`src/ipt_pkg.sv`:
```
package ipt_pkg;
	// Register map of the plain register port (word index = address)
	localparam logic [3:0] IPT_REG_CTRL = 4'h0;
	localparam logic [3:0] IPT_REG_DID = 4'h1;
	localparam logic [3:0] IPT_REG_SDID = 4'h2;
	localparam logic [3:0] IPT_REG_PINMAP = 4'h3;
	localparam logic [3:0] IPT_REG_POL = 4'h4;
	localparam logic [3:0] IPT_REG_STATUS = 4'h5;
	// Control register field positions
	localparam int IPT_CTRL_REMAP_BIT = 0;
	localparam int IPT_CTRL_NOCODES_BIT = 1;
	localparam int IPT_CTRL_PULSE_BIT = 2;
	localparam int IPT_CTRL_PAGEA_BIT = 3;
	localparam int IPT_CTRL_PAGEB_BIT = 4;
	// Reset values
	localparam logic [7:0] IPT_CTRL_RST = 8'h00;
	localparam logic [5:0] IPT_DID_RST = 6'h3E;
	localparam logic [5:0] IPT_SDID_RST = 6'h00;
	localparam logic [14:0] IPT_PINMAP_RST = 15'h0000;
	localparam logic [4:0] IPT_POL_RST = 5'h00;
	// Framing constants
	localparam logic [7:0] IPT_INVALID = 8'h00;
	localparam logic [7:0] IPT_PRE_FF = 8'hFF;
	localparam logic [7:0] IPT_FILL = 8'hA0;
	localparam logic [7:0] IPT_REMAP_LO = 8'h03;
	localparam logic [7:0] IPT_REMAP_HI = 8'hFC;
	localparam logic [5:0] IPT_DID_SAV_HI = 6'h3E;
	localparam logic [5:0] IPT_DID_SAV_LO = 6'h3F;
	localparam logic [5:0] IPT_DC_FIXED = 6'h0B;
	localparam int IPT_DC_BYTES = 44;
	localparam int IPT_TXT_DEPTH = 64;
	// Reference events selectable on each pin
	localparam logic [2:0] IPT_EV_QUAL = 3'h0;
	localparam logic [2:0] IPT_EV_HORIZONTAL_GATE = 3'h1;
	localparam logic [2:0] IPT_EV_VREF = 3'h2;
	localparam logic [2:0] IPT_EV_FIELD = 3'h3;
	localparam logic [2:0] IPT_EV_SLICED = 3'h4;
	localparam logic [2:0] IPT_EV_LOW = 3'h5;
	// Video stream beat from the scaler
	typedef struct packed {
		logic [7:0] data;
		logic sol;
		logic eol;
		logic vblank;
		logic last_active;
		logic field;
		logic task_b;
	} ipt_vid_t;
	// Sliced line byte from the slicer
	typedef struct packed {
		logic [7:0] data;
		logic last;
	} ipt_txt_t;
	// Line header for a sliced line
	typedef struct packed {
		logic [8:0] line_num;
		logic [3:0] std;
		logic field;
	} ipt_hdr_t;
endpackage

```
`src/ipt_pinmux.sv`:
```
`timescale 1ns/10ps
`default_nettype none
// Maps a reference event onto one pin, with polarity
module ipt_pinmux import ipt_pkg::*; (
	input wire logic i_clk_sys,
	input wire logic i_rst_n,
	input wire logic [5:0] i_events,
	input wire logic [2:0] i_sel,
	input wire logic i_invert,
	output logic o_pin
);
	// Registered pin, active-high unless inverted
	always_ff @(posedge i_clk_sys) begin
		if (!i_rst_n) begin
			o_pin <= 1'b0;
		end else begin
			o_pin <= ((i_sel < 3'h6) ? i_events[i_sel] : 1'b0) ^ i_invert;
		end
	end
endmodule
`default_nettype wire

```
`src/ipt_port.sv`:
```
// Behaviour
// - Text store has two line sections
// - Text sent only after whole line, gapless
// - Each sliced line led by line-number/standard header
// - Identifier below 3E gives ANC, else SAV/EAV
// - Sliced flag set at ANC start, cleared at SAV
// - Remap 00/FF to 03/FC when enabled
// - Text inserted after video line, when video idle
// - Gates active while references are high
// - Optional pulses on gate rising edges
// - Qualifier marks data, invalid cycles carry 00
// - Timing codes can be suppressed
// - Hold input stalls output; bursts follow
// - Events mappable to pins, polarity programmable
// - SAV codes for active line start
// - EAV codes after non-final active line
// - SAV codes for blanking line start
// - EAV codes after final active or blanking line
// - Each SAV/EAV code preceded by FF 00 00, ANC identifier by 00 FF FF
// - Video code MSB is inverted page select
// - Text code MSB 1 for 3E, 0 for 3F
// - Dword count fixed 0B for SAV/EAV, from line length for ANC; fill A0
// - Checksum from SAV/identifier to last data
`timescale 1ns/10ps
`default_nettype none
module ipt_port import ipt_pkg::*; #(
	parameter int DEPTH = IPT_TXT_DEPTH
) (
	input wire logic i_clk_sys,
	input wire logic i_rst_n,
	input wire logic [3:0] i_addr,
	input wire logic [31:0] i_wdata,
	input wire logic i_wr,
	input wire logic i_rd,
	output logic [31:0] o_rdata,
	input wire logic i_vid_valid,
	input wire ipt_vid_t i_vid,
	output logic o_vid_ready,
	input wire logic i_txt_valid,
	input wire ipt_txt_t i_txt,
	input wire ipt_hdr_t i_txt_hdr,
	output logic o_txt_ready,
	input wire logic i_output_hold_gate_in,
	output logic [7:0] o_data,
	output logic o_output_qualifier_pin,
	output logic o_horizontal_ref_pin,
	output logic o_vertical_ref_pin,
	output logic o_general_purpose_out_a,
	output logic o_general_purpose_out_b
);
	localparam int AW = $clog2(DEPTH);
	// Output sequencer states
	typedef enum logic [6:0] {
		ST_IDLE = 7'b0000001,
		ST_PRE = 7'b0000010,
		ST_CODE = 7'b0000100,
		ST_VID = 7'b0001000,
		ST_HDR = 7'b0010000,
		ST_TXT = 7'b0100000,
		ST_TAIL = 7'b1000000
	} ipt_st_t;
	// Entire block state
	typedef struct packed {
		ipt_st_t st;
		logic [1:0] pre;
		logic code_eav;
		logic code_txt;
		logic [7:0] code;
		logic [2:0] hdr_i;
		logic [5:0] cnt;
		logic [5:0] nvalid;
		logic [7:0] cs;
		logic tail_i;
		logic [7:0] data;
		logic qual;
		logic horizontal_gate;
		logic vref;
		logic horizontal_gate_p;
		logic vref_p;
		logic field;
		logic sliced;
		logic [1:0] full;
		logic wsec;
		logic rsec;
		logic [AW-1:0] wptr;
		logic [5:0] len0;
		logic [5:0] len1;
		ipt_hdr_t hdr0;
		ipt_hdr_t hdr1;
		logic [7:0] ctrl;
		logic [5:0] text_header_identifier;
		logic [5:0] sdid;
		logic [14:0] pinmap;
		logic [4:0] pol;
		logic [31:0] rdata;
	} ipt_state_t;
	ipt_state_t s_q, s_d;
	logic [7:0] mem_rdata; // Registered text byte
	logic [AW-1:0] mem_raddr; // Text read address
	logic [5:0] events; // Reference events for pin mapping
	// Even parity of six bits placed with inverted copy above
	function automatic logic [7:0] ipt_par6(input logic [5:0] v);
		ipt_par6 = {~(^v), ^v, v};
	endfunction
	// Odd parity over seven bits in the top position
	function automatic logic [7:0] ipt_par7(input logic [6:0] v);
		ipt_par7 = {~(^v), v};
	endfunction
	// Timing code with MSB, field, V and H bits and protection bits
	function automatic logic [7:0] ipt_code(input logic m, input logic f,
			input logic v, input logic h);
		ipt_code = {m, f, v, h, ~(m ^ v ^ h), ~(m ^ f ^ h), ~(m ^ f ^ v), f ^ v ^ h};
	endfunction
	wire ipt_hdr_t cur_hdr = s_q.rsec ? s_q.hdr1 : s_q.hdr0; // Line in transfer
	wire logic [5:0] cur_len = s_q.rsec ? s_q.len1 : s_q.len0; // Its byte count
	wire logic sav_mode = (s_q.text_header_identifier >= IPT_DID_SAV_HI);
	wire logic no_codes = s_q.ctrl[IPT_CTRL_NOCODES_BIT];
	wire logic hold = i_output_hold_gate_in; // Stall from outside
	wire logic [5:0] anc_dc = 6'((6'd2 + cur_len + 6'd3) >> 2); // ANC Dword count
	// Text byte with optional remap
	function automatic logic [7:0] ipt_remap(input logic [7:0] b, input logic en);
		if (en && b == 8'h00) begin
			ipt_remap = IPT_REMAP_LO;
		end else if (en && b == 8'hFF) begin
			ipt_remap = IPT_REMAP_HI;
		end else begin
			ipt_remap = b;
		end
	endfunction
	assign mem_raddr = AW'(s_d.cnt); // Next index, so the registered byte lines up with cnt
	ipt_txt_mem #(.DEPTH(DEPTH)) u_mem (
		.i_clk_sys(i_clk_sys),
		.i_we(i_txt_valid && o_txt_ready),
		.i_wsec(s_q.wsec),
		.i_waddr(s_q.wptr),
		.i_wdata(i_txt.data),
		.i_rsec(s_q.rsec),
		.i_raddr(mem_raddr),
		.o_rdata(mem_rdata)
	);
	// Gates, or pulses on their rising edges
	assign events = {1'b0, s_q.sliced, s_q.field,
		s_q.ctrl[IPT_CTRL_PULSE_BIT] ? s_q.vref & ~s_q.vref_p : s_q.vref,
		s_q.ctrl[IPT_CTRL_PULSE_BIT] ? s_q.horizontal_gate & ~s_q.horizontal_gate_p : s_q.horizontal_gate,
		s_q.qual};
	// One mapper per pin
	ipt_pinmux u_pq (.i_clk_sys(i_clk_sys), .i_rst_n(i_rst_n), .i_events(events),
		.i_sel(s_q.pinmap[2:0]), .i_invert(s_q.pol[0]), .o_pin(o_output_qualifier_pin));
	ipt_pinmux u_ph (.i_clk_sys(i_clk_sys), .i_rst_n(i_rst_n), .i_events(events),
		.i_sel(s_q.pinmap[5:3] ^ IPT_EV_HORIZONTAL_GATE), .i_invert(s_q.pol[1]),
		.o_pin(o_horizontal_ref_pin));
	ipt_pinmux u_pv (.i_clk_sys(i_clk_sys), .i_rst_n(i_rst_n), .i_events(events),
		.i_sel(s_q.pinmap[8:6] ^ IPT_EV_VREF), .i_invert(s_q.pol[2]),
		.o_pin(o_vertical_ref_pin));
	ipt_pinmux u_pa (.i_clk_sys(i_clk_sys), .i_rst_n(i_rst_n), .i_events(events),
		.i_sel(s_q.pinmap[11:9] ^ IPT_EV_SLICED), .i_invert(s_q.pol[3]),
		.o_pin(o_general_purpose_out_a));
	ipt_pinmux u_pb (.i_clk_sys(i_clk_sys), .i_rst_n(i_rst_n), .i_events(events),
		.i_sel(s_q.pinmap[14:12] ^ IPT_EV_FIELD), .i_invert(s_q.pol[4]),
		.o_pin(o_general_purpose_out_b));
	// Video accepted only while streaming pixels and not held
	assign o_vid_ready = (s_q.st == ST_VID) && !hold;
	// Slicer may write while the write section is free
	assign o_txt_ready = !s_q.full[s_q.wsec];
	assign o_data = s_q.data;
	assign o_rdata = s_q.rdata;
	// Next-state logic
	always_comb begin
		s_d = s_q;
		s_d.horizontal_gate_p = s_q.horizontal_gate;
		s_d.vref_p = s_q.vref;
		s_d.rdata = 32'h0000_0000;
		s_d.data = IPT_INVALID;
		s_d.qual = 1'b0;
		// Register writes
		if (i_wr) begin
			case (i_addr)
				IPT_REG_CTRL: s_d.ctrl = i_wdata[7:0];
				IPT_REG_DID: s_d.text_header_identifier = i_wdata[5:0];
				IPT_REG_SDID: s_d.sdid = i_wdata[5:0];
				IPT_REG_PINMAP: s_d.pinmap = i_wdata[14:0];
				IPT_REG_POL: s_d.pol = i_wdata[4:0];
				default: ;
			endcase
		end
		// Register reads, data in next cycle
		if (i_rd) begin
			case (i_addr)
				IPT_REG_CTRL: s_d.rdata = {24'h0, s_q.ctrl};
				IPT_REG_DID: s_d.rdata = {26'h0, s_q.text_header_identifier};
				IPT_REG_SDID: s_d.rdata = {26'h0, s_q.sdid};
				IPT_REG_PINMAP: s_d.rdata = {17'h0, s_q.pinmap};
				IPT_REG_POL: s_d.rdata = {27'h0, s_q.pol};
				IPT_REG_STATUS: s_d.rdata = {25'h0, s_q.st};
				default: s_d.rdata = 32'h0000_0000;
			endcase
		end
		// Text collection into the write section
		if (i_txt_valid && o_txt_ready) begin
			s_d.wptr = s_q.wptr + AW'(1);
			if (i_txt.last) begin
				s_d.full[s_q.wsec] = 1'b1;
				s_d.wsec = ~s_q.wsec;
				s_d.wptr = '0;
				if (s_q.wsec) begin
					s_d.len1 = 6'(s_q.wptr + AW'(1));
					s_d.hdr1 = i_txt_hdr;
				end else begin
					s_d.len0 = 6'(s_q.wptr + AW'(1));
					s_d.hdr0 = i_txt_hdr;
				end
			end
		end
		// Output sequencer; held cycles repeat with invalid output
		case (s_q.st)
			ST_IDLE: begin
				s_d.horizontal_gate = 1'b0;
				if (!hold && s_q.full[s_q.rsec] && !i_vid_valid) begin
					s_d.code_txt = 1'b1;
					s_d.cs = 8'h00;
					s_d.field = cur_hdr.field;
					if (sav_mode) begin
						s_d.code = ipt_code(s_q.text_header_identifier == IPT_DID_SAV_HI, cur_hdr.field, 1'b1, 1'b0);
						s_d.code_eav = 1'b0;
						s_d.st = no_codes ? ST_HDR : ST_PRE;
						s_d.sliced = 1'b0;
					end else begin
						s_d.st = ST_PRE;
						s_d.code_eav = 1'b0;
						s_d.code = ipt_par6(s_q.text_header_identifier);
					end
					s_d.pre = 2'd0;
					s_d.hdr_i = 3'd0;
				end else if (!hold && i_vid_valid && i_vid.sol) begin
					s_d.code_txt = 1'b0;
					s_d.code_eav = 1'b0;
					s_d.field = i_vid.field;
					s_d.vref = !i_vid.vblank;
					s_d.code = ipt_code(i_vid.task_b ? ~s_q.ctrl[IPT_CTRL_PAGEB_BIT]
						: ~s_q.ctrl[IPT_CTRL_PAGEA_BIT], i_vid.field, i_vid.vblank, 1'b0);
					s_d.st = no_codes ? ST_VID : ST_PRE;
					s_d.pre = 2'd0;
				end
			end
			ST_PRE: if (!hold) begin
				s_d.horizontal_gate = 1'b0; // Gate ends after the last pixel
				if (!s_q.code_eav && s_q.code_txt && !sav_mode) begin
					s_d.data = (s_q.pre == 2'd0) ? 8'h00 : IPT_PRE_FF;
				end else begin
					s_d.data = (s_q.pre == 2'd0) ? IPT_PRE_FF : 8'h00;
				end
				s_d.qual = 1'b1;
				s_d.pre = s_q.pre + 2'd1;
				if (s_q.pre == 2'd2) begin
					s_d.st = ST_CODE;
				end
			end
			ST_CODE: if (!hold) begin
				s_d.data = s_q.code;
				s_d.qual = 1'b1;
				if (s_q.code_eav) begin
					s_d.st = ST_IDLE;
					if (s_q.code_txt) s_d.rsec = ~s_q.rsec;
				end else if (s_q.code_txt) begin
					s_d.cs = s_q.code;
					s_d.st = ST_HDR;
					if (!sav_mode) s_d.sliced = 1'b1;
				end else begin
					s_d.sliced = 1'b0;
					s_d.st = ST_VID;
				end
			end
			ST_VID: if (!hold) begin
				if (i_vid_valid) begin
					s_d.data = i_vid.data;
					s_d.qual = 1'b1;
					s_d.horizontal_gate = 1'b1; // Gate high from the first pixel byte until the line ends, held and idle gaps included
					if (i_vid.eol) begin
						s_d.code = ipt_code(i_vid.task_b ? ~s_q.ctrl[IPT_CTRL_PAGEB_BIT]
							: ~s_q.ctrl[IPT_CTRL_PAGEA_BIT], s_q.field,
							i_vid.vblank | i_vid.last_active, 1'b1);
						s_d.code_eav = 1'b1;
						s_d.pre = 2'd0;
						s_d.st = no_codes ? ST_IDLE : ST_PRE;
					end
				end
			end
			ST_HDR: if (!hold) begin
				// Header: SDID, DC, IDI1, IDI2
				s_d.qual = 1'b1;
				case (s_q.hdr_i)
					3'd0: s_d.data = ipt_par6(s_q.sdid);
					3'd1: s_d.data = ipt_par6(sav_mode ? IPT_DC_FIXED : anc_dc);
					3'd2: s_d.data = ipt_par7({cur_hdr.field, cur_hdr.line_num[8:3]});
					default: s_d.data = ipt_par7({cur_hdr.line_num[2:0], cur_hdr.std});
				endcase
				s_d.cs = s_q.cs + s_d.data;
				s_d.hdr_i = s_q.hdr_i + 3'd1;
				s_d.cnt = 6'd0;
				if (s_q.hdr_i == 3'd3) s_d.st = ST_TXT;
			end
			ST_TXT: if (!hold) begin
				// Gapless text bytes from the ready section
				s_d.qual = 1'b1;
				if (s_q.cnt < cur_len) begin
					s_d.data = ipt_remap(mem_rdata, s_q.ctrl[IPT_CTRL_REMAP_BIT]);
				end else begin
					s_d.data = IPT_FILL;
				end
				s_d.cs = s_q.cs + s_d.data;
				s_d.cnt = s_q.cnt + 6'd1;
				if ((sav_mode && s_q.cnt == 6'(IPT_DC_BYTES - 3))
						|| (!sav_mode && s_q.cnt == 6'({anc_dc, 2'b00} - 8'd3))) begin
					s_d.st = ST_TAIL;
					s_d.tail_i = 1'b0;
					s_d.full[s_q.rsec] = 1'b0;
				end
			end
			ST_TAIL: if (!hold) begin
				s_d.qual = 1'b1;
				s_d.data = s_q.tail_i ? {1'b0, 1'b0, cur_len} : s_q.cs;
				s_d.tail_i = 1'b1;
				if (s_q.tail_i) begin
					s_d.code = ipt_code(s_q.text_header_identifier == IPT_DID_SAV_HI, s_q.field, 1'b1, 1'b1);
					s_d.code_eav = 1'b1;
					s_d.pre = 2'd0;
					if (sav_mode && !no_codes) begin
						s_d.st = ST_PRE;
					end else begin
						s_d.st = ST_IDLE;
						s_d.rsec = ~s_q.rsec;
					end
				end
			end
			default: s_d.st = ST_IDLE;
		endcase
		// A new line may overwrite only a freed section
		if (s_d.full[s_q.rsec] == 1'b0 && s_q.full[s_q.rsec]) s_d.cnt = s_d.cnt;
	end
	// State register
	always_ff @(posedge i_clk_sys) begin
		if (!i_rst_n) begin
			s_q <= '0;
			s_q.st <= ST_IDLE;
			s_q.ctrl <= IPT_CTRL_RST;
			s_q.text_header_identifier <= IPT_DID_RST;
			s_q.sdid <= IPT_SDID_RST;
			s_q.pinmap <= IPT_PINMAP_RST;
			s_q.pol <= IPT_POL_RST;
		end else begin
			s_q <= s_d;
		end
	end
endmodule
`default_nettype wire

```
`src/ipt_txt_mem.sv`:
```
`timescale 1ns/10ps
`default_nettype none
// Two-section text line store, registered read data
module ipt_txt_mem import ipt_pkg::*; #(
	parameter int DEPTH = IPT_TXT_DEPTH
) (
	input wire logic i_clk_sys,
	input wire logic i_we,
	input wire logic i_wsec,
	input wire logic [$clog2(DEPTH)-1:0] i_waddr,
	input wire logic [7:0] i_wdata,
	input wire logic i_rsec,
	input wire logic [$clog2(DEPTH)-1:0] i_raddr,
	output logic [7:0] o_rdata
);
	// Storage for both sections
	logic [7:0] mem [2*DEPTH];
	// Write port and registered read port
	always_ff @(posedge i_clk_sys) begin
		if (i_we) begin
			mem[{i_wsec, i_waddr}] <= i_wdata;
		end
		o_rdata <= mem[{i_rsec, i_raddr}];
	end
endmodule
`default_nettype wire

```
`config.mk`:
```
export PLATFORM = sky130hd
export DESIGN_NAME = ipt_port
export DESIGN_NICKNAME = d
export VERILOG_FILES = /design/src/ipt_pkg.sv /design/src/ipt_pinmux.sv /design/src/ipt_port.sv /design/src/ipt_txt_mem.sv
export SDC_FILE = /design/constraint.sdc
export NUM_CORES = 2
export LEC_CHECK = 0
export BUFFER_PORTS_ARGS = -buffer_cell sky130_fd_sc_hd__buf_2
export CELL_PAD_IN_SITES_DETAIL_PLACEMENT = 1
export CELL_PAD_IN_SITES_GLOBAL_PLACEMENT = 2
export CORE_MARGIN = 2
export CORE_UTILIZATION = 44
export CTS_CLUSTER_DIAMETER = 120
export CTS_CLUSTER_SIZE = 12
export DETAILED_ROUTE_END_ITERATION = 7
export HOLD_SLACK_MARGIN = 0.1
export PLACE_DENSITY_LB_ADDON = 0.15
export SLEW_MARGIN = 20
export SYNTH_ARGS = -nofsm -noshare
export SYNTH_HDL_FRONTEND = slang
export SYNTH_SLANG_ARGS = --single-unit
export TNS_END_PERCENT = 5
```
`constraint.sdc`:
```
create_clock -name i_clk_sys -period 5.6 [get_ports i_clk_sys]
set_input_delay 0.28 -clock i_clk_sys [delete_from_list [all_inputs] [get_ports i_clk_sys]]
set_output_delay 0.28 -clock i_clk_sys [all_outputs]
set_load 0.005 [all_outputs]
```
==> parameters.txt <==
Parameter                              Value

Worst setup path
  Arr. time, crit path    5.28 ns
  Capturing element type of the critical path    flip-flop
  Worst Setup Start Kind    flip-flop
  Worst path cell trace    or3_1 -> o31ai_2 -> and3_1 -> nand2_1 -> a21oi_1 -> a2111oi_0 -> o41ai_1 -> a21oi_1 -> a2111oi_1
  Required time worst endpoint    6.18 ns
  Start-to-end type of the worst setup path    reg2reg
  Maximum fanout count along the critical path    15
  Top Family by Delay on Critical Path    compound AO/OA/AOI/OAI gates
  Crit path max-delay cell type    sky130_fd_sc_hd__and3_1
  Most common cell type on the critical path    sky130_fd_sc_hd__a21oi_1
  Worst reg2reg path depth    9
  Buffering stage count on the worst path with inverters included    0
  Number of gates on the worst path with buffers counted    9
  Peak per-stage delay on the critical path    0.77 ns

Place
  Cell count after placement    5533
  HPWL after detailed placement    92800 um
  Quantity of I/O buffers inserted on ports    92
  GPL Wtd Cong    0.819

Floorplanning
  Effective utilization at floorplan    0.444
  Cell row count    124
  I/O Pins    127
  Vert. Die Dim    344 um
  Die width    344 um
  Die Footprint    0.118 mm^2
  Core Footprint    0.114 mm^2

Yosys
  Area of the mapped netlist    0.0507 mm^2
  Number of unique standard cell types used by synthesis    76
  Fraction of the yosys area taken by sequential cells    0.673
  Count of warnings emitted by yosys    0
  Mean instance size in the synthesized netlist    12.4 um^2
  Adder and majority gate portion of the synthesized area    0.00917
  Post-synthesis sequential element count    1194
  Number of instances in the synthesized netlist    4107
  Post-synthesis share of cell area spent on and, or, nand and nor gates    0.140
  Async set-or-reset flop fraction in the synthesized netlist    0
  Combinational family with the most area after synthesis    simple AND/OR/NAND/NOR gates
  Number of synthesized flops with an enable pin    1024
  Dominant synthesized flop cell    sky130_fd_sc_hd__edfxtp_1
  Fraction of synthesized area in multiplexers    0.0665
  Area fraction in compound gates after synthesis    0.0678
  Synthesized-area fraction occupied by xor and xnor cells    0.0118

Job
  Max-cap check violation count    0

STA
  Hold Violations, Final    0
  Time the worst path needs with I/O delays and setup    4.70 ns
  Worst slew margin    0.294
  Worst-margin pin slew    1.06 ns
  Setup repair after global routing missed its margin    false
  Total Neg Setup Slack    0 ns
  Setup violation total in the final timing report    0
  Number of slew-limit violations in the final report    0
  Setup Skew    0.0265 ns
  Hold Slack    0.137 ns
  Maximum clock frequency    213 MHz
  Tcrit/Tclk final    0.839

Finish
  Final std cells w/o fill    5728
  Most common cell after layout, fill and taps aside    sky130_fd_sc_hd__edfxtp_1
  Area overhead of the layout relative to synthesis    10.5%
  Leading cell types in the layout, fill and taps excluded    sky130_fd_sc_hd__edfxtp_1, sky130_fd_sc_hd__nand2_1, sky130_fd_sc_hd__nand3_1
  Number of fillers in the final layout    11600
  Fraction of final layout cells sized beyond drive strength 1    0.0816
  Final #Nets    4302

Clock tree
  CTS Root Cell    sky130_fd_sc_hd__clkbuf_16
  Number of levels the H-tree was split into    3
  Clock tree from TritonCTS    built
  Maximum buffer depth of the clock tree    3
  Clock Sink Count    1194
  TritonCTS buffer count    109
  Clock transition at the registers of the reported paths    0.07 ns
  Post-CTS Setup Repair Bufs    0
  Insertion delay to the later sink of the worst-skew pair    0.71 ns

Worst hold path
  Hold WC Path Type    in2reg
  Cell depth of the worst hold path    3

GRT
  Pin count of the biggest net entering global routing    156
  Total gr overflow    0
  Number of antenna violations at the first check in global routing    3
  Vias in the first global route    33800
  Global routing usage summed across all routing layers    0.253
  Global-route wire length before repair    222000 um

Route
  Total DRC errors in the routed layout    0
  Count of routing violations after the opening detailed-route iteration    2798
  Routed length per placed instance    26.1 um
  Detailed-router iteration count before antenna repair    6
  Sum of routed wire length over all layers    150000 um
  Post-route antenna net violation count    0
  Total via count after detailed routing    33000
  Post-DR vias/cell    5.76

Outcome
  Result of the run    finished clean

Pwr
  Leakage    19.5 nW
  Pwr per Cell Area    333 mW/mm^2
  VDD IR max    261 uV
-- Yosys cell counts, drive strengths merged (9+ instances only) --
cell type     n  area [um^2]
a31oi        21          131
a21o         11         82.6
a221oi        9         78.8
dfxtp       170         3400
and2         14         87.6
or4          10         75.1
nand2       823         3090
nand4        17          106
o21ai        47          235
a211oi       47          358
and3         41          257
o22ai        36          225
a32oi        19          166
xor2         24          210
buf         176         1130
mux2          9          101
xnor2        39          342
a2111oi      20          184
inv          24         90.1
nand2b       10         62.6
mux2i       309         3090
nor2b        14         87.6
nand3       345         1730
edfxtp     1024        30700
o211ai       18          135
ha           34          425
nor3         31          165
clkbuf      106          399
a22oi        27          203
nor2        295         1110
nor4         18          128
a21oi       221         1110
-- final timing paths --
check             slack (ns)                       end             startpoint
hold reg to reg         0.46      s_q[88]$_SDFFE_PN0P_   s_q[88]$_SDFFE_PN0P_
hold / removal          0.14     o_rdata[5]$_SDFF_PN0_              i_addr[2]
setup reg to reg        0.90  u_mem.o_rdata[0]$_DFF_P_  s_q[174]$_SDFFE_PN0P_
setup / recovery        0.90  u_mem.o_rdata[0]$_DFF_P_  s_q[174]$_SDFFE_PN0P_
-- power breakdown --
group / leakage (nW) / total [mW] / internal (mW) / switching [mW]
Clock: 1.45 / 6.81 / 3.58 / 3.23
Sequential: 10.6 / 9.85 / 9.73 / 0.123
Combinational: 7.52 / 2.00 / 0.655 / 1.35
-- worst min-delay path, delay by kind of cell --
kind	cells	cell delay [ns]
simple gates	1	0.05
buf+inv	1	0.28
compound gates	1	0.18
-- state kept, by name (all words and copies together) (netlist names) --
register       count
u_pb.o_pin         1
o_rdata           15
u_pv.o_pin         1
u_ph.o_pin         1
u_mem.o_rdata      8
u_mem.mem       1024
s_d                2
no_codes           1
u_pa.o_pin         1
o_data             8
s_q              128
u_pq.o_pin         1
events             3
-- metal layers --
metal	wire length [um]	up-vias	global-route usage
met5	12	-	0
met1	67700	17000	0.354
met4	3660	2	0.0670
met2	72500	690	0.422
li1	-	15100	-
met3	5700	195	0.0264
-- area by class of cell --
| cell class | count | area, um^2 | share of cell area |
|---|---|---|---|
| tap | 1512 | 1890 | 0.0337 |
| sequential | 1194 | 34200 | 0.609 |
| timing repair buffer | 234 | 1810 | 0.0322 |
| inverter | 24 | 92.6 | 0.00165 |
| clock inverter | 5 | 97.6 | 0.00174 |
| clock buffer | 135 | 2890 | 0.0515 |
| multi-input combinational | 2623 | 15100 | 0.270 |
| antenna | 1 | 2.50 | 0.0000446 |
-- metrics by stage --
stage | util | instance area [um^2] | worst slack (ns) | power (mW)
2_1_floorplan | - | 50800 | 1.46 | 11.3
3_3_place_gp | 0.459 | 52500 | 1.03 | 12.0
3_5_place_dp | 0.459 | 52500 | 0.947 | 12.0
4_1_cts | 0.490 | 56100 | 0.911 | 18.8
5_1_grt | 0.490 | 56100 | 0.716 | 19.2
6_report | 0.490 | 56100 | 0.903 | 18.7
-- repair_timing --
action	in CTS	in global routing
hold buffers	54	0
endpoints found under the setup margin	0	0
gates resized for setup	0	0
endpoints found under the hold margin	112	0
-- cell families (layout without fill, tap and decap cells) --
| kind of cell | Yosys count | after routing |
|---|---|---|
| buf+inv | 306 | 398 |
| simple gates | 1645 | 1645 |
| mux | 326 | 326 |
| compound gates | 534 | 534 |
| flops | 1194 | 1194 |
| other cells | 1 | 18 |
| fa+ha+maj | 36 | 36 |
| xor+xnor | 65 | 65 |
(Power assumes the default switching activity.)
